### config.mk
export PLATFORM = sky130hd
export DESIGN_NAME = sws_top
export DESIGN_NICKNAME = d
export VERILOG_FILES = /design/src/design/sws_pkg.sv /design/src/design/sws_cmd_if.sv /design/src/design/sws_top.sv /design/src/design/sws_spi_rx.sv
export VERILOG_INCLUDE_DIRS = /design/src /design/src/design
export SDC_FILE = /design/constraint.sdc
export NUM_CORES = 1
export LEC_CHECK = 0
export ABC_CLOCK_PERIOD_IN_PS = 8300
export BUFFER_PORTS_ARGS = -buffer_cell sky130_fd_sc_hd__buf_2
export CORE_AREA = 2 2 124 126
export CTS_BUF_LIST = sky130_fd_sc_hd__clkbuf_4
export CTS_CLUSTER_DIAMETER = 150
export DETAILED_ROUTE_END_ITERATION = 8
export DIE_AREA = 0 0 126 128
export HOLD_SLACK_MARGIN = 0.06
export PLACE_DENSITY = 0.67
export SLEW_MARGIN = 5
export SYNTH_ARGS = -nofsm -noshare
export SYNTH_HDL_FRONTEND = slang
export SYNTH_HIERARCHICAL = 1
export SYNTH_SLANG_ARGS = --single-unit
### constraint.sdc
create_clock -name clk_i -period 8.3 [get_ports clk_i]
set_clock_uncertainty 0.15 [all_clocks]
set_input_delay 0.83 -clock clk_i [delete_from_list [all_inputs] [get_ports clk_i]]
set_output_delay 0.83 -clock clk_i [all_outputs]
set_load 0.02 [all_outputs]
### src/design/sws_map.svh
`ifndef SWS_MAP_SVH
`define SWS_MAP_SVH
// How it works
// - reset low until supply good plus 64 ms
// - supply drop asserts reset within 10-150 us
// - watchdog tick is oscillator divided by 100
// - power-on reset low phase lasts 64 ticks
// - window opens 32 ticks after release, 32 long
// - good trigger or power-down restarts window sequence
// - bad trigger: reset after 64, held 64 ticks
// - second low sample inside window means good if two high samples came first
// - trigger set/clear commands latch the trigger
// - firing enable rises on first valid trigger
// - firing enable drops at once on any fault
// - firing enable open drain, external low blocks
// - test modes A, B, C from pin and strap
// - safing condition delays first enable 9800 oscillator periods
// - sixteen-bit shift register, latch and decoder
// - shift data into bit zero on clock rise
// - latch only after exactly sixteen clocks, select rise
// - extended mode needs pin high plus mode command
// - basic mode default, host reset returns to it
// - lamp default from strap unless fully enabled
// - lamp commands pick strap default or inverse
// - soft reset keeps the selected operating mode

// ==================== timing
`define SWS_CLK_PERIOD_NS   5
`define SWS_OSC_PERIOD_NS   10000
`define SWS_OSC_CYCLES      (`SWS_OSC_PERIOD_NS / `SWS_CLK_PERIOD_NS)
`define SWS_WD_DIV_NORM     100
`define SWS_WD_DIV_FAST     4
`define SWS_POR_HOLD_MS     64
`define SWS_WD_FREQ_KHZ     1
`define SWS_POR_TICKS       (`SWS_POR_HOLD_MS * `SWS_WD_FREQ_KHZ)
`define SWS_WIN_OPEN_TICKS  32
`define SWS_WIN_LEN_TICKS   32
`define SWS_FAULT_TICKS     64
`define SWS_RST_TICKS       64
`define SWS_MIN_SAMPLES     2
`define SWS_PD_DELAY_US     10
`define SWS_PD_CYCLES       \
	((`SWS_PD_DELAY_US * 1000 + `SWS_CLK_PERIOD_NS - 1) / `SWS_CLK_PERIOD_NS)
`define SWS_SAFE_DELAY_OSC  9800

// ==================== serial frame and commands
`define SWS_FRAME_BITS      16
`define SWS_CMD_MODE_HI     8'hFE
`define SWS_CMD_SOFT_RST    16'hFFFF
`define SWS_CMD_TRIG_SET    16'h0A01
`define SWS_CMD_TRIG_CLR    16'h0A00
`define SWS_CMD_LAMP_DEF    16'h0B00
`define SWS_CMD_LAMP_INV    16'h0B01

`endif

### src/design/sws_pkg.sv
package sws_pkg;

	// ==================== watchdog states, one-hot
	typedef enum logic [4:0] {
		ST_POR   = 5'b00001, // power-on hold, reset low
		ST_WAIT  = 5'b00010, // reset high, window closed
		ST_WIN   = 5'b00100, // trigger window open
		ST_FAULT = 5'b01000, // fault seen, reset pending
		ST_RST   = 5'b10000  // watchdog reset low phase
	} sws_state_t;

	// ==================== decoded commands
	typedef enum logic [2:0] {
		CMD_NONE     = 3'h0,
		CMD_TRIG_SET = 3'h1,
		CMD_TRIG_CLR = 3'h2,
		CMD_LAMP_DEF = 3'h3,
		CMD_LAMP_INV = 3'h4,
		CMD_MODE     = 3'h5,
		CMD_SOFT_RST = 3'h6
	} sws_cmd_t;

endpackage

### src/design/sws_cmd_if.sv
`timescale 1ns/1ps
// ==================== latched command carrier
interface sws_cmd_if;
	logic        valid; // one-cycle pulse per good frame
	logic [15:0] word;  // holding latch contents
	modport src (output valid, output word);
	modport snk (input valid, input word);
endinterface

### src/design/sws_top.sv
`timescale 1ns/1ps
`include "sws_map.svh"
module sws_top #(
	parameter int OSC_CYCLES     = `SWS_OSC_CYCLES,     // system clocks per oscillator period
	parameter int WD_DIV_NORM    = `SWS_WD_DIV_NORM,    // oscillator periods per tick
	parameter int WD_DIV_FAST    = `SWS_WD_DIV_FAST,    // same in fast test modes
	parameter int SAFE_DELAY_OSC = `SWS_SAFE_DELAY_OSC  // safing hold in oscillator periods
) (
	input  wire logic clk_i,
	input  wire logic rst_i,
	input  wire logic ce_i,
	input  wire logic logic_supply_good_i,
	input  wire logic high_voltage_rail_ok_i,
	input  wire logic test_select_pin_high_i,
	input  wire logic test_select_pin_over_i,
	input  wire logic lamp_polarity_strap_i,
	input  wire logic lamp_enable_in_i,
	input  wire logic safing_input_hold_i,
	input  wire logic mode_pin_i,
	input  wire logic serial_shift_clock_i,
	input  wire logic serial_data_i,
	input  wire logic select_low_in_i,
	input  wire logic firing_enable_in_i,
	output logic      host_reset_low_out_o,
	output logic      firing_enable_out_o,
	output logic      firing_enable_oe_o,
	output logic      firing_allowed_o,
	output logic      warning_lamp_driver_o,
	output logic      extended_mode_o,
	output logic      trigger_window_o
);
	localparam int OW = $clog2(OSC_CYCLES + 1);
	localparam int SW = $clog2(SAFE_DELAY_OSC + 1);

	// ==================== input synchronisers
	logic [7:0] async_in;  // raw comparator and strap levels
	logic [7:0] sync1_r;   // first stage, read only by second
	logic [7:0] sync2_r;   // usable levels
	logic       supply_ok_s;
	logic       hv_ok_s;
	logic       tp_high_s;
	logic       tp_over_s;
	logic       strap_open_s;
	logic       lamp_en_s;
	logic       safing_s;
	logic       mode_pin_s;

	assign async_in = {mode_pin_i, safing_input_hold_i, lamp_enable_in_i,
		lamp_polarity_strap_i, test_select_pin_over_i, test_select_pin_high_i,
		high_voltage_rail_ok_i, logic_supply_good_i};

	// two flops per comparator line
	genvar gi;
	generate
		for (gi = 0; gi < 8; gi++) begin : g_sync
			always_ff @(posedge clk_i or posedge rst_i) begin
				if (rst_i) begin
					sync1_r[gi] <= 1'b0;
					sync2_r[gi] <= 1'b0;
				end else if (ce_i) begin
					sync1_r[gi] <= async_in[gi];
					sync2_r[gi] <= sync1_r[gi];
				end
			end
		end
	endgenerate

	assign supply_ok_s  = sync2_r[0];
	assign hv_ok_s      = sync2_r[1];
	assign tp_high_s    = sync2_r[2];
	assign tp_over_s    = sync2_r[3];
	assign strap_open_s = sync2_r[4];
	assign lamp_en_s    = sync2_r[5];
	assign safing_s     = sync2_r[6];
	assign mode_pin_s   = sync2_r[7];

	// ==================== test mode decode
	logic forced_high; // modes A and C: outputs pinned high
	logic fast_tick;   // modes B and C: divide by 4 instead of 100

	assign forced_high = (tp_high_s | tp_over_s) & strap_open_s;
	assign fast_tick   = tp_over_s | (tp_high_s & ~strap_open_s);

	// ==================== serial command receiver
	sws_cmd_if cmd_bus ();

	sws_spi_rx u_rx (
		.clk_i     (clk_i),
		.rst_i     (rst_i),
		.ce_i      (ce_i),
		.sclk_i    (serial_shift_clock_i),
		.sdi_i     (serial_data_i),
		.sel_low_i (select_low_in_i),
		.cmd       (cmd_bus.src)
	);

	// word to command class
	function automatic sws_pkg::sws_cmd_t cmd_decode(input logic [15:0] w);
		sws_pkg::sws_cmd_t c;
		c = sws_pkg::CMD_NONE;
		if (w == `SWS_CMD_SOFT_RST) begin
			c = sws_pkg::CMD_SOFT_RST;
		end else if (w[15:8] == `SWS_CMD_MODE_HI) begin
			c = sws_pkg::CMD_MODE;
		end else if (w == `SWS_CMD_TRIG_SET) begin
			c = sws_pkg::CMD_TRIG_SET;
		end else if (w == `SWS_CMD_TRIG_CLR) begin
			c = sws_pkg::CMD_TRIG_CLR;
		end else if (w == `SWS_CMD_LAMP_DEF) begin
			c = sws_pkg::CMD_LAMP_DEF;
		end else if (w == `SWS_CMD_LAMP_INV) begin
			c = sws_pkg::CMD_LAMP_INV;
		end
		return c;
	endfunction

	sws_pkg::sws_cmd_t cmd;     // class of the latched word
	logic              cmd_ok;  // command allowed to act
	logic              ext_mode_r;

	assign cmd = cmd_bus.valid ? cmd_decode(cmd_bus.word) : sws_pkg::CMD_NONE;
	// with the pin high nothing but the mode command is honoured until it arrives
	assign cmd_ok = ~mode_pin_s | ext_mode_r;

	// ==================== oscillator and watchdog tick
	logic [OW-1:0] osc_cnt_r; // system clocks within one oscillator period
	logic [6:0]    wd_cnt_r;  // oscillator periods within one tick
	logic          osc_tick;
	logic          wd_tick;
	logic [6:0]    wd_div_m1;

	assign osc_tick  = osc_cnt_r == OW'(OSC_CYCLES - 1);
	assign wd_div_m1 = fast_tick ? 7'(WD_DIV_FAST - 1) : 7'(WD_DIV_NORM - 1);
	assign wd_tick   = osc_tick & (wd_cnt_r >= wd_div_m1);

	// oscillator period emulation
	always_ff @(posedge clk_i or posedge rst_i) begin
		if (rst_i) begin
			osc_cnt_r <= '0;
		end else if (ce_i) begin
			osc_cnt_r <= osc_tick ? '0 : osc_cnt_r + OW'(1);
		end
	end

	// divide oscillator down to the watchdog clock
	always_ff @(posedge clk_i or posedge rst_i) begin
		if (rst_i) begin
			wd_cnt_r <= 7'h00;
		end else if (ce_i && osc_tick) begin
			wd_cnt_r <= wd_tick ? 7'h00 : wd_cnt_r + 7'h01;
		end
	end

	// ==================== power-down detection
	logic [11:0] pd_cnt_r;  // how long the supply has been low
	logic        power_down_r;

	// short dips under the filter time are ignored, longer ones reset
	always_ff @(posedge clk_i or posedge rst_i) begin
		if (rst_i) begin
			pd_cnt_r     <= 12'h000;
			power_down_r <= 1'b1;
		end else if (ce_i) begin
			if (supply_ok_s) begin
				pd_cnt_r     <= 12'h000;
				power_down_r <= 1'b0;
			end else if (pd_cnt_r == 12'(`SWS_PD_CYCLES - 1)) begin
				power_down_r <= 1'b1;
			end else begin
				pd_cnt_r <= pd_cnt_r + 12'h001;
			end
		end
	end

	// ==================== trigger latch and sampler
	logic       trig_r;    // trigger pulse set by command
	logic [1:0] hi_cnt_r;  // high samples, saturates at 2
	logic       lo_one_r;  // first low sample taken
	logic       trig_evt;  // second low sample after a pulse
	logic       trig_len_ok;

	// set and hold until cleared; other commands still processed
	always_ff @(posedge clk_i or posedge rst_i) begin
		if (rst_i) begin
			trig_r <= 1'b0;
		end else if (ce_i) begin
			if (power_down_r) begin
				trig_r <= 1'b0;
			end else if (cmd_ok && cmd == sws_pkg::CMD_TRIG_SET) begin
				trig_r <= 1'b1;
			end else if (cmd_ok && (cmd == sws_pkg::CMD_TRIG_CLR ||
					cmd == sws_pkg::CMD_SOFT_RST)) begin
				trig_r <= 1'b0;
			end
		end
	end

	assign trig_evt    = wd_tick & ~trig_r & (hi_cnt_r != 2'b00) & lo_one_r;
	assign trig_len_ok = hi_cnt_r == 2'(`SWS_MIN_SAMPLES);

	// count samples only on watchdog ticks
	always_ff @(posedge clk_i or posedge rst_i) begin
		if (rst_i) begin
			hi_cnt_r <= 2'b00;
			lo_one_r <= 1'b0;
		end else if (ce_i) begin
			if (power_down_r) begin
				hi_cnt_r <= 2'b00;
				lo_one_r <= 1'b0;
			end else if (wd_tick) begin
				if (trig_r) begin
					if (hi_cnt_r != 2'b10) begin
						hi_cnt_r <= hi_cnt_r + 2'b01;
					end
					lo_one_r <= 1'b0;
				end else if (trig_evt) begin
					hi_cnt_r <= 2'b00;
					lo_one_r <= 1'b0;
				end else if (hi_cnt_r != 2'b00) begin
					lo_one_r <= 1'b1;
				end
			end
		end
	end

	// ==================== watchdog state machine
	sws_pkg::sws_state_t state_r;
	sws_pkg::sws_state_t state_nxt;
	logic [6:0]          tcnt_r;   // ticks spent in the state
	logic [6:0]          tcnt_nxt;
	logic                good_trig;
	logic                bad_trig;
	logic                win_miss;

	assign good_trig = trig_evt & trig_len_ok & (state_r == sws_pkg::ST_WIN);
	// early pulse, or a pulse of wrong length inside the window
	assign bad_trig = trig_evt & ((state_r == sws_pkg::ST_WAIT) |
		((state_r == sws_pkg::ST_WIN) & ~trig_len_ok));
	assign win_miss = wd_tick & (state_r == sws_pkg::ST_WIN) &
		(tcnt_r == 7'(`SWS_WIN_LEN_TICKS - 1));

	// next state; power-down beats everything
	always_comb begin
		state_nxt = state_r;
		tcnt_nxt  = wd_tick ? tcnt_r + 7'h01 : tcnt_r;
		case (state_r)
			sws_pkg::ST_POR: begin
				if (power_down_r) begin
					tcnt_nxt = 7'h00;
				end else if (wd_tick && tcnt_r == 7'(`SWS_POR_TICKS - 1)) begin
					state_nxt = sws_pkg::ST_WAIT;
					tcnt_nxt  = 7'h00;
				end
			end
			sws_pkg::ST_WAIT: begin
				if (bad_trig) begin
					state_nxt = sws_pkg::ST_FAULT;
					tcnt_nxt  = 7'h00;
				end else if (wd_tick && tcnt_r == 7'(`SWS_WIN_OPEN_TICKS - 1)) begin
					state_nxt = sws_pkg::ST_WIN;
					tcnt_nxt  = 7'h00;
				end
			end
			sws_pkg::ST_WIN: begin
				if (good_trig) begin
					state_nxt = sws_pkg::ST_WAIT;
					tcnt_nxt  = 7'h00;
				end else if (bad_trig || win_miss) begin
					state_nxt = sws_pkg::ST_FAULT;
					tcnt_nxt  = 7'h00;
				end
			end
			sws_pkg::ST_FAULT: begin
				if (wd_tick && tcnt_r == 7'(`SWS_FAULT_TICKS - 1)) begin
					state_nxt = sws_pkg::ST_RST;
					tcnt_nxt  = 7'h00;
				end
			end
			sws_pkg::ST_RST: begin
				if (wd_tick && tcnt_r == 7'(`SWS_RST_TICKS - 1)) begin
					state_nxt = sws_pkg::ST_WAIT;
					tcnt_nxt  = 7'h00;
				end
			end
			default: begin
				state_nxt = sws_pkg::ST_POR;
				tcnt_nxt  = 7'h00;
			end
		endcase
		if (power_down_r) begin
			state_nxt = sws_pkg::ST_POR;
			tcnt_nxt  = 7'h00;
		end
	end

	// state register
	always_ff @(posedge clk_i or posedge rst_i) begin
		if (rst_i) begin
			state_r <= sws_pkg::ST_POR;
			tcnt_r  <= 7'h00;
		end else if (ce_i) begin
			state_r <= state_nxt;
			tcnt_r  <= tcnt_nxt;
		end
	end

	logic rst_high;  // host reset released by the watchdog
	logic rst_rise;  // release happens this cycle

	assign rst_high = (state_r == sws_pkg::ST_WAIT) | (state_r == sws_pkg::ST_WIN) |
		(state_r == sws_pkg::ST_FAULT);
	assign rst_rise = (state_nxt == sws_pkg::ST_WAIT) &
		((state_r == sws_pkg::ST_POR) | (state_r == sws_pkg::ST_RST));

	// ==================== safing delay after reset release
	logic          safe_hold_r;  // first enable held back
	logic [SW-1:0] safe_cnt_r;   // oscillator periods since release

	// condition captured at every release, then times out once
	always_ff @(posedge clk_i or posedge rst_i) begin
		if (rst_i) begin
			safe_hold_r <= 1'b0;
			safe_cnt_r  <= '0;
		end else if (ce_i) begin
			if (rst_rise) begin
				safe_hold_r <= safing_s;
				safe_cnt_r  <= '0;
			end else if (!rst_high) begin
				safe_hold_r <= 1'b0;
			end else if (safe_hold_r && osc_tick) begin
				if (safe_cnt_r == SW'(SAFE_DELAY_OSC - 1)) begin
					safe_hold_r <= 1'b0;
				end else begin
					safe_cnt_r <= safe_cnt_r + SW'(1);
				end
			end
		end
	end

	// ==================== firing enable
	logic fe_r;       // internal enable level
	logic fe_pend_r;  // good trigger waiting for safing delay
	logic fe_kill;

	assign fe_kill = bad_trig | win_miss | ~rst_high | power_down_r;

	// clear beats set: a fault in the same cycle wins
	always_ff @(posedge clk_i or posedge rst_i) begin
		if (rst_i) begin
			fe_r      <= 1'b0;
			fe_pend_r <= 1'b0;
		end else if (ce_i) begin
			if (fe_kill) begin
				fe_r      <= 1'b0;
				fe_pend_r <= 1'b0;
			end else if (good_trig && safe_hold_r) begin
				fe_pend_r <= 1'b1;
			end else if (good_trig || (fe_pend_r && !safe_hold_r)) begin
				fe_r      <= 1'b1;
				fe_pend_r <= 1'b0;
			end
		end
	end

	// ==================== mode selection
	// soft reset leaves the mode alone; a host reset or a low mode pin drops it
	always_ff @(posedge clk_i or posedge rst_i) begin
		if (rst_i) begin
			ext_mode_r <= 1'b0;
		end else if (ce_i) begin
			if (!rst_high || !mode_pin_s) begin
				ext_mode_r <= 1'b0;
			end else if (cmd == sws_pkg::CMD_MODE) begin
				ext_mode_r <= 1'b1;
			end
		end
	end

	// ==================== warning lamp
	logic lamp_inv_r; // inverse of strap default selected
	logic lamp_live;  // commands may steer the lamp

	assign lamp_live = rst_high & lamp_en_s & hv_ok_s & ~power_down_r;

	// selection falls back to default whenever the lamp is not live
	always_ff @(posedge clk_i or posedge rst_i) begin
		if (rst_i) begin
			lamp_inv_r <= 1'b0;
		end else if (ce_i) begin
			if (!lamp_live) begin
				lamp_inv_r <= 1'b0;
			end else if (cmd_ok && cmd == sws_pkg::CMD_LAMP_INV) begin
				lamp_inv_r <= 1'b1;
			end else if (cmd_ok && (cmd == sws_pkg::CMD_LAMP_DEF ||
					cmd == sws_pkg::CMD_SOFT_RST)) begin
				lamp_inv_r <= 1'b0;
			end
		end
	end

	// ==================== output registers
	logic fe_level; // level the enable pin is to show

	assign fe_level = ~power_down_r & (forced_high | fe_r);

	// every pin comes straight from a flop
	always_ff @(posedge clk_i or posedge rst_i) begin
		if (rst_i) begin
			host_reset_low_out_o  <= 1'b0;
			firing_enable_out_o   <= 1'b0;
			firing_enable_oe_o    <= 1'b1;
			firing_allowed_o      <= 1'b0;
			warning_lamp_driver_o <= 1'b0;
			extended_mode_o       <= 1'b0;
			trigger_window_o      <= 1'b0;
		end else if (ce_i) begin
			host_reset_low_out_o  <= ~power_down_r & (forced_high | rst_high);
			firing_enable_out_o   <= 1'b0; // open drain only pulls low
			firing_enable_oe_o    <= ~fe_level;
			// an outside party holding the line low blocks firing
			firing_allowed_o      <= fe_level & firing_enable_in_i;
			warning_lamp_driver_o <= strap_open_s ^ (lamp_live & lamp_inv_r);
			extended_mode_o       <= ext_mode_r;
			trigger_window_o      <= state_r == sws_pkg::ST_WIN;
		end
	end
endmodule

### src/design/sws_spi_rx.sv
`timescale 1ns/1ps
`include "sws_map.svh"
module sws_spi_rx (
	input  wire logic clk_i,
	input  wire logic rst_i,
	input  wire logic ce_i,
	input  wire logic sclk_i,
	input  wire logic sdi_i,
	input  wire logic sel_low_i,
	sws_cmd_if.src    cmd
);
	// ==================== edge detection
	logic        sclk_d_r;  // previous shift clock level
	logic        sel_d_r;   // previous select level
	logic [15:0] shift_r;   // input shift register
	logic [15:0] latch_r;   // holding latch
	logic [4:0]  bits_r;    // clocks seen, saturates above 16
	logic        valid_r;   // latch pulse
	logic        sclk_rise;
	logic        sel_rise;

	assign sclk_rise = sclk_i & ~sclk_d_r;
	assign sel_rise  = sel_low_i & ~sel_d_r;

	// edge history
	always_ff @(posedge clk_i or posedge rst_i) begin
		if (rst_i) begin
			sclk_d_r <= 1'b0;
			sel_d_r  <= 1'b1;
		end else if (ce_i) begin
			sclk_d_r <= sclk_i;
			sel_d_r  <= sel_low_i;
		end
	end

	// shift on every rising clock while selected
	always_ff @(posedge clk_i or posedge rst_i) begin
		if (rst_i) begin
			shift_r <= 16'h0000;
		end else if (ce_i && sclk_rise && !sel_low_i) begin
			shift_r <= {shift_r[14:0], sdi_i};
		end
	end

	// clock counter, saturating so a 17th edge spoils the frame
	always_ff @(posedge clk_i or posedge rst_i) begin
		if (rst_i) begin
			bits_r <= 5'h00;
		end else if (ce_i) begin
			if (sel_low_i) begin
				bits_r <= 5'h00;
			end else if (sclk_rise && bits_r != 5'h11) begin
				bits_r <= bits_r + 5'h01;
			end
		end
	end

	// transfer to latch only on exact frame length
	always_ff @(posedge clk_i or posedge rst_i) begin
		if (rst_i) begin
			latch_r <= 16'h0000;
			valid_r <= 1'b0;
		end else if (ce_i) begin
			valid_r <= 1'b0;
			if (sel_rise && bits_r == 5'(`SWS_FRAME_BITS)) begin
				latch_r <= shift_r;
				valid_r <= 1'b1;
			end
		end
	end

	assign cmd.valid = valid_r;
	assign cmd.word  = latch_r;
endmodule

==> flow_summary_export.csv, run 1 <==
group,metric,value,unit
cts,ctsHoldBuffers,0,
finish,ff_latch_area,0.00321,sq mm
hold_path,min_path_type,"in -> async",
sta,rsz0062_at_grt,"no",
cts,cts_tree,"done",
global_routing,grt_max_degree,89,
logic_synthesis,synth.distinct_cells,79,
sta,final-setup-viol-count,0,
logic_synthesis,synth_edf_count,0,
pwr,peakVddDrop,0.193,mV
pwr,p_comb_share,11.0,%
setup_path,crit_type,"reg -> reg",
logic_synthesis,yosys_warnings,6,
global_routing,grt_usage,17.2,%
place,place_hpwl,8950,um
logic_synthesis,synth_flop_cell,"dfrtp_1",
logic_synthesis,syn_area,0.00655,sq mm
sta,slew-limit-headroom,26.9,%
cts,clock_sinks,128,
run_status,status,"finished clean",
place,gp_congestion,0.938,
sta,tns,0,ps
logic_synthesis,synthCells,619,
setup_path,arrival,3670,ps
finish,drive_gt1_share,20.6,%
cts,clock_latency,560,ps
pwr,p_sw,386,uW
finish,layout_commonest_cell,"dfrtp_1",
setup_path,critical_path.cell_chain,"inv_1 > a21o_1 > ha_1 > or4_4 > o22a_1 > a31oi_4 > a31oi_2 > a2111oi_4 > a21o_2",
run,cap_violations,0,
floorplan,die_y,128,um
pwr,power_density,186,mW/mm^2
floorplan,initial_utilization,44.1,%
finish,finish.utilization,47.7,%
logic_synthesis,avgSynthCellArea,10.6,sq um
logic_synthesis,synth-seq-area-share,48.9,%
pwr,power_switching_share,29.3,%
finish,final_nets,666,
setup_path,slowest_delay,840,ps
sta,slew_violations,0,
pwr,power.leakage,0.00320,uW
cts,post_cts_buffers,0,
detailed_routing,firstDrtPassIters,5,
setup_path,cp_max_fo,15,
cts,cts_buffer_depth,2,
setup_path,cp.required,8650,ps
detailed_routing,drt_wl_total,13100,um
global_routing,antenna_found_initial,1,
pwr,internal_power,930,uW
setup_path,crit_buf_inv,1,
sta,worstMarginPinSlew,1100,ps
detailed_routing,drc_errors,0,
pwr,clockPowerShare,33.7,%
sta,min_period_over_period,40.0,%
finish,synthToLayoutAreaGrowth,8.23,%
finish,final_cell_mix,"dfrtp_1, nand2_1, nor2_1, mux2_2, nand3_1",
global_routing,grt-ovfl-total,0,
cts,cts-root-buf,"clkbuf_4",
setup_path,critical_path.endpoint_type,"flip-flop",
detailed_routing,vias,4778,
logic_synthesis,synth.ff_latch_count,128,
floorplan,die_w,126,um
cts,cts-resized-gates,0,
logic_synthesis,synthArstFlopShare,100,%
floorplan,core.rowCount,45,
setup_path,critPathTopFamily,"compound AO/OA/AOI/OAI gates",
cts,cts_buffers,17,
detailed_routing,final_antenna_net_count,0,
finish,multiInputGateArea,0.00314,sq mm
setup_path,cp-start-kind,"flip-flop",
sta,hold_viol,0,
global_routing,grt_pass1_wl,22500,um
setup_path,cp_slowest_cell,"a2111oi_4",
detailed_routing,via_per_inst,5.68,
detailed_routing,drtIter0Drc,321,
sta,fin_crit,3320,ps
cts,clkTransAtPathRegs,140,ps
global_routing,grt_pass1_vias,4781,
sta,fmax,301,MHz
cts,cts.htree.levels,4,
finish,n_fill_cell,1374,
pwr,pwr-share-seq,55.4,%
detailed_routing,avgRoutedWirePerCell,15.5,um
floorplan,core_area,0.0149,sq mm
floorplan,die_area,0.0161,sq mm
logic_synthesis,syn_nets,646,
place,io_buffers,20,
floorplan,pin_count,22,
==> per-layer routing <==
layer | track usage [%] | part of all wire [%]
met1 | 21.9 | 46
met2 | 28.0 | 48
met3 | 4.05 | 4.3
met4 | 7.89 | 2.1
met5 | 0 | 0
==> cells by family after synthesis <==
group	share of synthesized area, %
adder cells (fa/ha/maj)	2.29
buffers and inverters	3.38
flip-flops	49.0
multiplexers	10.0
AO/OA/AOI/OAI	11.7
AND/OR/NAND/NOR	19.3
other	0.0572
XOR/XNOR	4.28
==> final timing paths <==
check | start | to | slack [ps] | depth (start not counted)
setup reg to reg | strap_open_s$_DFFE_PP0P_ | safe_hold_r$_DFFE_PP0P_ | 4980 | 9
hold / removal | rst_i | u_rx/cmd.word[2]$_DFFE_PP0P_ | 220 | 3
min in group clk_i | high_voltage_rail_ok_i | sync1_r[1]$_DFFE_PP0P_ | 330 | 2
hold reg to reg | sync1_r[4]$_DFFE_PP0P_ | strap_open_s$_DFFE_PP0P_ | 350 | 2
setup / recovery | strap_open_s$_DFFE_PP0P_ | safe_hold_r$_DFFE_PP0P_ | 4980 | 9
max in group asynchronous | rst_i | osc_cnt_r[8]$_DFFE_PP0P_ | 6830 | 3
==> cells in the mapped netlist (3+ instances only) <==
library cell,n,area (sq um)
o31ai_1,7,52.6
inv_1,22,82.6
o211ai_1,5,37.5
nand4_1,17,106
mux2_2,42,473
and4_1,3,26.3
nand2_1,55,206
and2_1,3,18.8
dfrtp_1,124,3100
nand2b_1,6,37.5
a21boi_0,3,22.5
a21o_1,3,22.5
dfstp_2,4,105
o2bb2ai_1,3,26.3
mux2_4,9,135
nor3_1,14,70.1
buf_6,5,56.3
mux2i_1,5,50.1
nor2_1,51,191
xor2_1,11,96.3
a22o_1,3,26.3
nor2b_1,4,25.0
a31oi_1,5,31.3
o21ai_0,31,155
nor4_1,11,68.8
o41ai_1,3,26.3
ha_1,12,150
clkbuf_1,12,45.0
nor3b_1,3,22.5
and3_1,14,87.6
xnor2_1,21,184
a21oi_1,15,75.1
nand3_1,34,170
==> worst reg2reg max path: cells and delay by family, from the launching register on <==
family | cells | cell delay [ps]
adders and majority gates | 1 | 230
and+or+nand+nor | 1 | 500
buffers and inverters | 1 | 70
DFF | 1 | 370
AOI/OAI and AO/OA | 6 | 1950
==> cell type report <==
cell class | instances | share of cell area, %
clock buffers | 19 | 2.01
inverters | 22 | 1.18
flip-flops and latches | 128 | 45.2
well taps | 188 | 3.32
clock inverters | 13 | 2.13
diodes | 1 | 0.0353
multi-input cells | 446 | 44.3
repair buffers | 24 | 1.83
==> power groups by stage <==
stage	logic, uW	registers, uW	clock network, uW
global route	164	738	479
finish	144	728	443
floorplan	115	726	0
CTS	147	728	457
detailed placement	146	741	0
global placement	139	738	0
==> registers in the layout, summed over array words and instances (netlist names), 7 cells and up <==
register,flops
tcnt_r,7
sync1_r,8
safe_cnt_r,14
wd_cnt_r,7
pd_cnt_r,12
u_rx/shift_r,16
osc_cnt_r,11
u_rx/cmd.word,16
==> through the flow <==
| step | worst slack, ps | power, uW | cell area, sq um | hold slack (ps) | std cells |
|---|---|---|---|---|---|
| 2_1_floorplan | 5050 | 841 | 6550 | 299 | 619 |
| 3_3_place_gp | 4880 | 877 | 6800 | 312 | 808 |
| 3_5_place_dp | 4810 | 887 | 6800 | 320 | 808 |
| 4_1_cts | 4970 | 1330 | 7090 | 200 | 840 |
| 5_1_grt | 4750 | 1380 | 7090 | 264 | 841 |
| 6_report | 4980 | 1320 | 7090 | 221 | 841 |
No activity file was read; power rests on OpenSTA's default activity.
==> run 2, diff against run 1 <==
--- a/config.mk
+++ b/config.mk
@@ -6,7 +6,7 @@
 export SDC_FILE = /design/constraint.sdc
 export NUM_CORES = 1
 export LEC_CHECK = 0
-export ABC_CLOCK_PERIOD_IN_PS = 8300
+export ABC_CLOCK_PERIOD_IN_PS = 2800
 export BUFFER_PORTS_ARGS = -buffer_cell sky130_fd_sc_hd__buf_2
 export CORE_AREA = 2 2 124 126
 export CTS_BUF_LIST = sky130_fd_sc_hd__clkbuf_4
@@ -14,7 +14,7 @@
 export DETAILED_ROUTE_END_ITERATION = 8
 export DIE_AREA = 0 0 126 128
 export HOLD_SLACK_MARGIN = 0.06
-export PLACE_DENSITY = 0.67
+export PLACE_DENSITY = 0.7
 export SLEW_MARGIN = 5
 export SYNTH_ARGS = -nofsm -noshare
 export SYNTH_HDL_FRONTEND = slang
==> constraint.sdc (replaced) <==
create_clock -name clk_i -period 2.8 [get_ports clk_i]
set_clock_uncertainty 0.15 [all_clocks]
set_input_delay 0.28 -clock clk_i [delete_from_list [all_inputs] [get_ports clk_i]]
set_output_delay 0.28 -clock clk_i [all_outputs]
set_load 0.02 [all_outputs]
==> run 2 against run 1 <==
- core utilization up 2.6 points
- sequential share of layout area down 2.3 points
- critical endpoint is now tcnt_r[3]$_DFFE_PP0P_
- non-clock buffer count up 32
- combinational power rose to 3.3 times the previous value
- largest power group unchanged
- sequential power rose to 3.0 times the previous value
- die area unchanged
- wire length up 5.1%
- highest routed layer unchanged
- critical path depth unchanged
- global-route usage up 0.57 points
- maximum frequency up 22%
==> flow_summary_export.csv, run 2 (same netlist as run 1, synthesis figures left out) <==
group,metric,value,unit
run_status,status,"finished clean",
sta,fmax,366,MHz
detailed_routing,via_per_inst,5.73,
floorplan,initial_utilization,44.1,%
detailed_routing,drc_errors,0,
detailed_routing,drt_wl_total,13700,um
global_routing,grt-ovfl-total,0,
detailed_routing,avgRoutedWirePerCell,15.7,um
cts,cts-root-buf,"clkbuf_4",
finish,synthToLayoutAreaGrowth,14.0,%
floorplan,die_w,126,um
detailed_routing,firstDrtPassIters,8,
place,dpl_cell_area,0.00693,sq mm
finish,final_cell_mix,"dfrtp_1, nand2_1, nor2_1, mux2_2, nand3_1",
setup_path,crit_type,"reg -> reg",
setup_path,worstReg2RegStart,"tp_high_s$_DFFE_PP0P_",
sta,min_period_over_period,97.5,%
sta,slew-limit-headroom,37.8,%
sta,final-setup-viol-count,0,
cts,cts.htree.levels,4,
finish,fin_cells,873,
finish,final_nets,698,
cts,cts_buffers,17,
sta,rsz0062_at_grt,"yes",
finish,layout_commonest_cell,"dfrtp_1",
sta,slew_violations,0,
sta,fin_crit,2730,ps
hold_path,min_path_type,"in -> async",
pwr,power.leakage,0.00337,uW
setup_path,arrival,3050,ps
global_routing,antenna_found_initial,1,
global_routing,grt_max_degree,55,
place,gp_congestion,0.847,
setup_path,cp-endpoint,"tcnt_r[3]$_DFFE_PP0P_",
finish,drive_gt1_share,23.0,%
run,cap_violations,0,
floorplan,die_y,128,um
pwr,power_density,544,mW/mm^2
sta,hold_viol,0,
global_routing,grt_pass1_wl,23200,um
sta,layout_setup_ws,70.2,ps
setup_path,r2r_cells,9,
sta,worstMarginPinSlew,921,ps
pwr,peakVddDrop,0.443,mV
global_routing,grt_usage,17.8,%
floorplan,pin_count,22,
setup_path,reg2reg_slack,70,ps
detailed_routing,drtIter0Drc,358,
place,io_buffers,20,
setup_path,r2r-end,"tcnt_r[3]$_DFFE_PP0P_",
setup_path,cp.required,3120,ps
detailed_routing,final_antenna_net_count,0,
floorplan,core.rowCount,45,
setup_path,critical_path.endpoint_type,"flip-flop",
cts,clkTransAtPathRegs,140,ps
cts,cts_buffer_depth,2,
cts,clock_sinks,128,
cts,clock_latency,560,ps
sta,tns,0,ps
pwr,total_power,4060,uW
floorplan,core_area,0.0149,sq mm
place,place_hpwl,9380,um
floorplan,die_area,0.0161,sq mm
setup_path,critPathLaunch,"tp_high_s$_DFFE_PP0P_",
place,pre_cts_slack,-94.9,ps
global_routing,grt_pass1_vias,4878,
detailed_routing,vias,4999,
setup_path,cp-start-kind,"flip-flop",
place,dp_cells,822,
cts,cts_tree,"done",
finish,post-route-cell-area,0.00747,sq mm
setup_path,cp_max_fo,9,
run 2: routing by layer:
metal | part of all wire [%] | up-vias | GRT usage, %
li1 | - | 2361 | -
met5 | 0 | - | 0
met4 | 2.7 | 0 | 8.47
met1 | 45 | 2479 | 22.5
met2 | 48 | 124 | 29.4
met3 | 4.6 | 35 | 3.46
run 2: worst max-delay path, stage by stage (launching register included):
cell	delay, ps
dfrtp_1	400
a21o_1	230
ha_2	190
or4_4	510
o22a_1	270
buf_6	160
a311o_1	290
o21ai_2	150
o31ai_1	130
a31oi_1	180
run 2: timing repair:
item	4_1_cts	5_1_grt
pin swaps	1	4
hold buffers	15	0
setup endpoints to repair	7	35
gates resized for setup	1	12
hold endpoints to repair	74	0
setup buffers	0	3
run 2: area by class of cell:
type / count / area, sq um
inverter: 22 / 83.8
fill: 1380 / 7390
timing repair buffer: 56 / 440
antenna: 1 / 2.50
multi-input combinational: 446 / 3180
tap: 188 / 235
clock buffer: 17 / 128
sequential: 128 / 3210
clock inverter: 15 / 196
run 2: how the worst min path moves through the flow:
stage                                             to  cells after the start  slack, ps             from
after global routing          sync1_r[6]$_DFFE_PP0P_                      3        220            rst_i
after floorplan           u_rx/bits_r[2]$_DFFE_PP0P_                      1        230  select_low_in_i
final                         state_r[4]$_DFFE_PP0P_                      3        180            rst_i
after CTS                     state_r[4]$_DFFE_PP0P_                      3        160            rst_i
after global placement        sync1_r[6]$_DFFE_PP0P_                      2        220            rst_i
after detailed placement      sync1_r[6]$_DFFE_PP0P_                      2        240            rst_i
run 2: where the power goes:
| group | total [uW] | internal [uW] | switching (uW) |
|---|---|---|---|
| Clock | 1440 | 648 | 787 |
| Combinational | 469 | 221 | 248 |
| Sequential | 2160 | 2000 | 159 |
run 2: stage by stage:
step | hold WS, ps | util [%]
floorplan | 229 | -
global placement | 223 | 46.6
detailed placement | 237 | 46.6
CTS | 164 | 49.8
global route | 219 | 50.3
finish | 178 | 50.3
==> run 3, diff against run 2 <==
--- a/config.mk
+++ b/config.mk
@@ -8,13 +8,13 @@
 export LEC_CHECK = 0
 export ABC_CLOCK_PERIOD_IN_PS = 2800
 export BUFFER_PORTS_ARGS = -buffer_cell sky130_fd_sc_hd__buf_2
-export CORE_AREA = 2 2 124 126
+export CORE_AREA = 2 2 110 112
 export CTS_BUF_LIST = sky130_fd_sc_hd__clkbuf_4
 export CTS_CLUSTER_DIAMETER = 150
 export DETAILED_ROUTE_END_ITERATION = 8
-export DIE_AREA = 0 0 126 128
+export DIE_AREA = 0 0 112 114
 export HOLD_SLACK_MARGIN = 0.06
-export PLACE_DENSITY = 0.7
+export PLACE_DENSITY = 0.84
 export SLEW_MARGIN = 5
 export SYNTH_ARGS = -nofsm -noshare
 export SYNTH_HDL_FRONTEND = slang
==> run 3 against run 2 <==
- wire length increased by 1.3%
- non-clock buffer count is 3 higher
- count of clock-buffer cells in the layout increased by 2
- via count stayed put
- critical path type unchanged
- critical endpoint is now safe_hold_r$_DFFE_PP0P_
- largest cell class unchanged
==> flow_summary_export.csv, run 3 (same netlist as run 1, synthesis figures left out) <==
group,metric,value,unit
run_status,status,"finished clean",
detailed_routing,drt_wl_total,13900,um
setup_path,crit_type,"reg -> reg",
pwr,clockPowerShare,33.3,%
pwr,power.leakage,0.00338,uW
floorplan,die_y,114,um
setup_path,cp.required,3100,ps
global_routing,grt_usage,22.6,%
global_routing,antenna_found_initial,0,
global_routing,grt_max_degree,46,
floorplan,core_area,0.0117,sq mm
sta,worstMarginPinSlew,902,ps
cts,clkTransAtPathRegs,130,ps
run,cap_violations,0,
sta,layout_setup_ws,60.7,ps
finish,fin_cells,834,
place,dpl_cell_area,0.00690,sq mm
sta,hold_viol,0,
cts,cts.htree.levels,4,
detailed_routing,drc_errors,0,
pwr,power_switching_share,29.4,%
finish,layout_commonest_cell,"dfrtp_1",
finish,post-route-cell-area,0.00745,sq mm
pwr,p_sw,1160,uW
cts,cts_buffers,17,
sta,fin_crit,2740,ps
finish,final_nets,701,
floorplan,core.rowCount,40,
sta,slew_violations,0,
finish,diodes,0,
global_routing,grt-ovfl-total,0,
finish,synthToLayoutAreaGrowth,13.7,%
global_routing,grt_pass1_vias,4946,
place,place_hpwl,9550,um
floorplan,die_area,0.0128,sq mm
detailed_routing,vias,4999,
setup_path,arrival,3040,ps
sta,min_period_over_period,97.8,%
cts,cts-root-buf,"clkbuf_4",
setup_path,critical_path.cell_chain,"a21o_1 > ha_2 > or4_4 > o22a_4 > buf_6 > nand4_1 > a2111oi_4 > buf_4 > buf_12 > a21o_2",
floorplan,initial_utilization,56.0,%
pwr,p_comb_share,12.1,%
place,gp_congestion,0.920,
detailed_routing,firstDrtPassIters,5,
finish,finish.utilization,63.7,%
setup_path,cp_slowest_cell,"or4_4",
setup_path,cp_max_fo,9,
pwr,pwr-share-seq,54.7,%
pwr,power_density,531,mW/mm^2
setup_path,cp-start-kind,"flip-flop",
pwr,internal_power,2790,uW
place,dp_cells,784,
cts,cts_buffer_depth,2,
sta,tns,0,ps
global_routing,grt_pass1_wl,23200,um
place,io_buffers,20,
pwr,peakVddDrop,0.401,mV
place,pre_cts_slack,-48.7,ps
finish,drive_gt1_share,23.7,%
detailed_routing,drtIter0Drc,314,
detailed_routing,avgRoutedWirePerCell,16.7,um
hold_path,min_path_type,"in -> async",
sta,final-setup-viol-count,0,
floorplan,die_w,112,um
detailed_routing,via_per_inst,5.99,
sta,slew-limit-headroom,39.8,%
setup_path,slowest_delay,440,ps
finish,final_cell_mix,"dfrtp_1, nand2_1, nor2_1, mux2_2, nand3_1",
cts,clock_latency,560,ps
floorplan,pin_count,22,
sta,fmax,365,MHz
detailed_routing,final_antenna_net_count,0,
cts,clock_sinks,128,
cts,cts_tree,"done",
setup_path,critical_path.endpoint_type,"flip-flop",
-- run 3: changes by cell type in the layout (fill, tap and decap cells not counted), sizes merged --
cell	delta
buf	+3
clkbuf	+3
inv	-2
bufinv	-1
clkinvlp	+1
diode	-1
dlygate4sd3	-1
-- run 3: power by group through the flow --
stage                     combinational (uW)  sequential (uW)  clock, uW
after detailed placement                 444             2190          0
after global routing                     532             2190       1440
after global placement                   418             2180          0
final                                    478             2160       1320
after floorplan                          340             2150          0
after CTS                                465             2160       1350
-- run 3: per-stage QoR --
step | hold slack [ps] | total power, uW
after global routing | 264 | 4160
after global placement | 282 | 2600
after CTS | 214 | 3970
final | 211 | 3960
after floorplan | 229 | 2490
after detailed placement | 292 | 2630
-- run 3: area by class of cell --
cell class	instances	area (sq um)
Multi-Input combinational cell	446	3210
Tap cell	147	184
Clock inverter	13	153
Sequential cell	128	3210
Fill cell	897	4260
Clock buffer	19	143
Timing Repair Buffer	59	478
Inverter	22	83.8
-- run 3: critical path: cells and delay by family (launching register included) --
| kind | cells | cell delay [ps] |
|---|---|---|
| DFF | 1 | 420 |
| adders and majority gates | 1 | 180 |
| buffers and inverters | 3 | 430 |
| and+or+nand+nor | 2 | 650 |
| AOI/OAI and AO/OA | 4 | 780 |
-- run 3: final timing paths --
check	from	end	slack, ps	depth (start not counted)
setup reg to reg	tp_high_s$_DFFE_PP0P_	safe_hold_r$_DFFE_PP0P_	60	10
max in group asynchronous	rst_i	u_rx/cmd.word[14]$_DFFE_PP0P_	1530	4
min in group clk_i	high_voltage_rail_ok_i	sync1_r[1]$_DFFE_PP0P_	330	3
hold reg to reg	safing_s$_DFFE_PP0P_	safe_hold_r$_DFFE_PP0P_	350	1
hold / removal	rst_i	sync1_r[5]$_DFFE_PP0P_	210	3
setup / recovery	tp_high_s$_DFFE_PP0P_	safe_hold_r$_DFFE_PP0P_	60	10
-- run 3: per-layer routing --
layer | track usage, % | part of all wire, % | up-vias
met5 | 0 | 0 | -
met3 | 5.42 | 4.2 | 27
met2 | 38.8 | 52 | 143
met1 | 28.2 | 42 | 2459
li1 | - | - | 2370
met4 | 8.46 | 1.6 | 0
-- run 3: repair_timing --
action | in CTS | in global routing
cloned | 0 | 1
setup endpoints to repair | 2 | 22
buffers inserted | 0 | 3
hold buffers | 14 | 0
gates resized for setup | 1 | 14
endpoints found under the hold margin | 81 | 0
pin swaps | 0 | 8
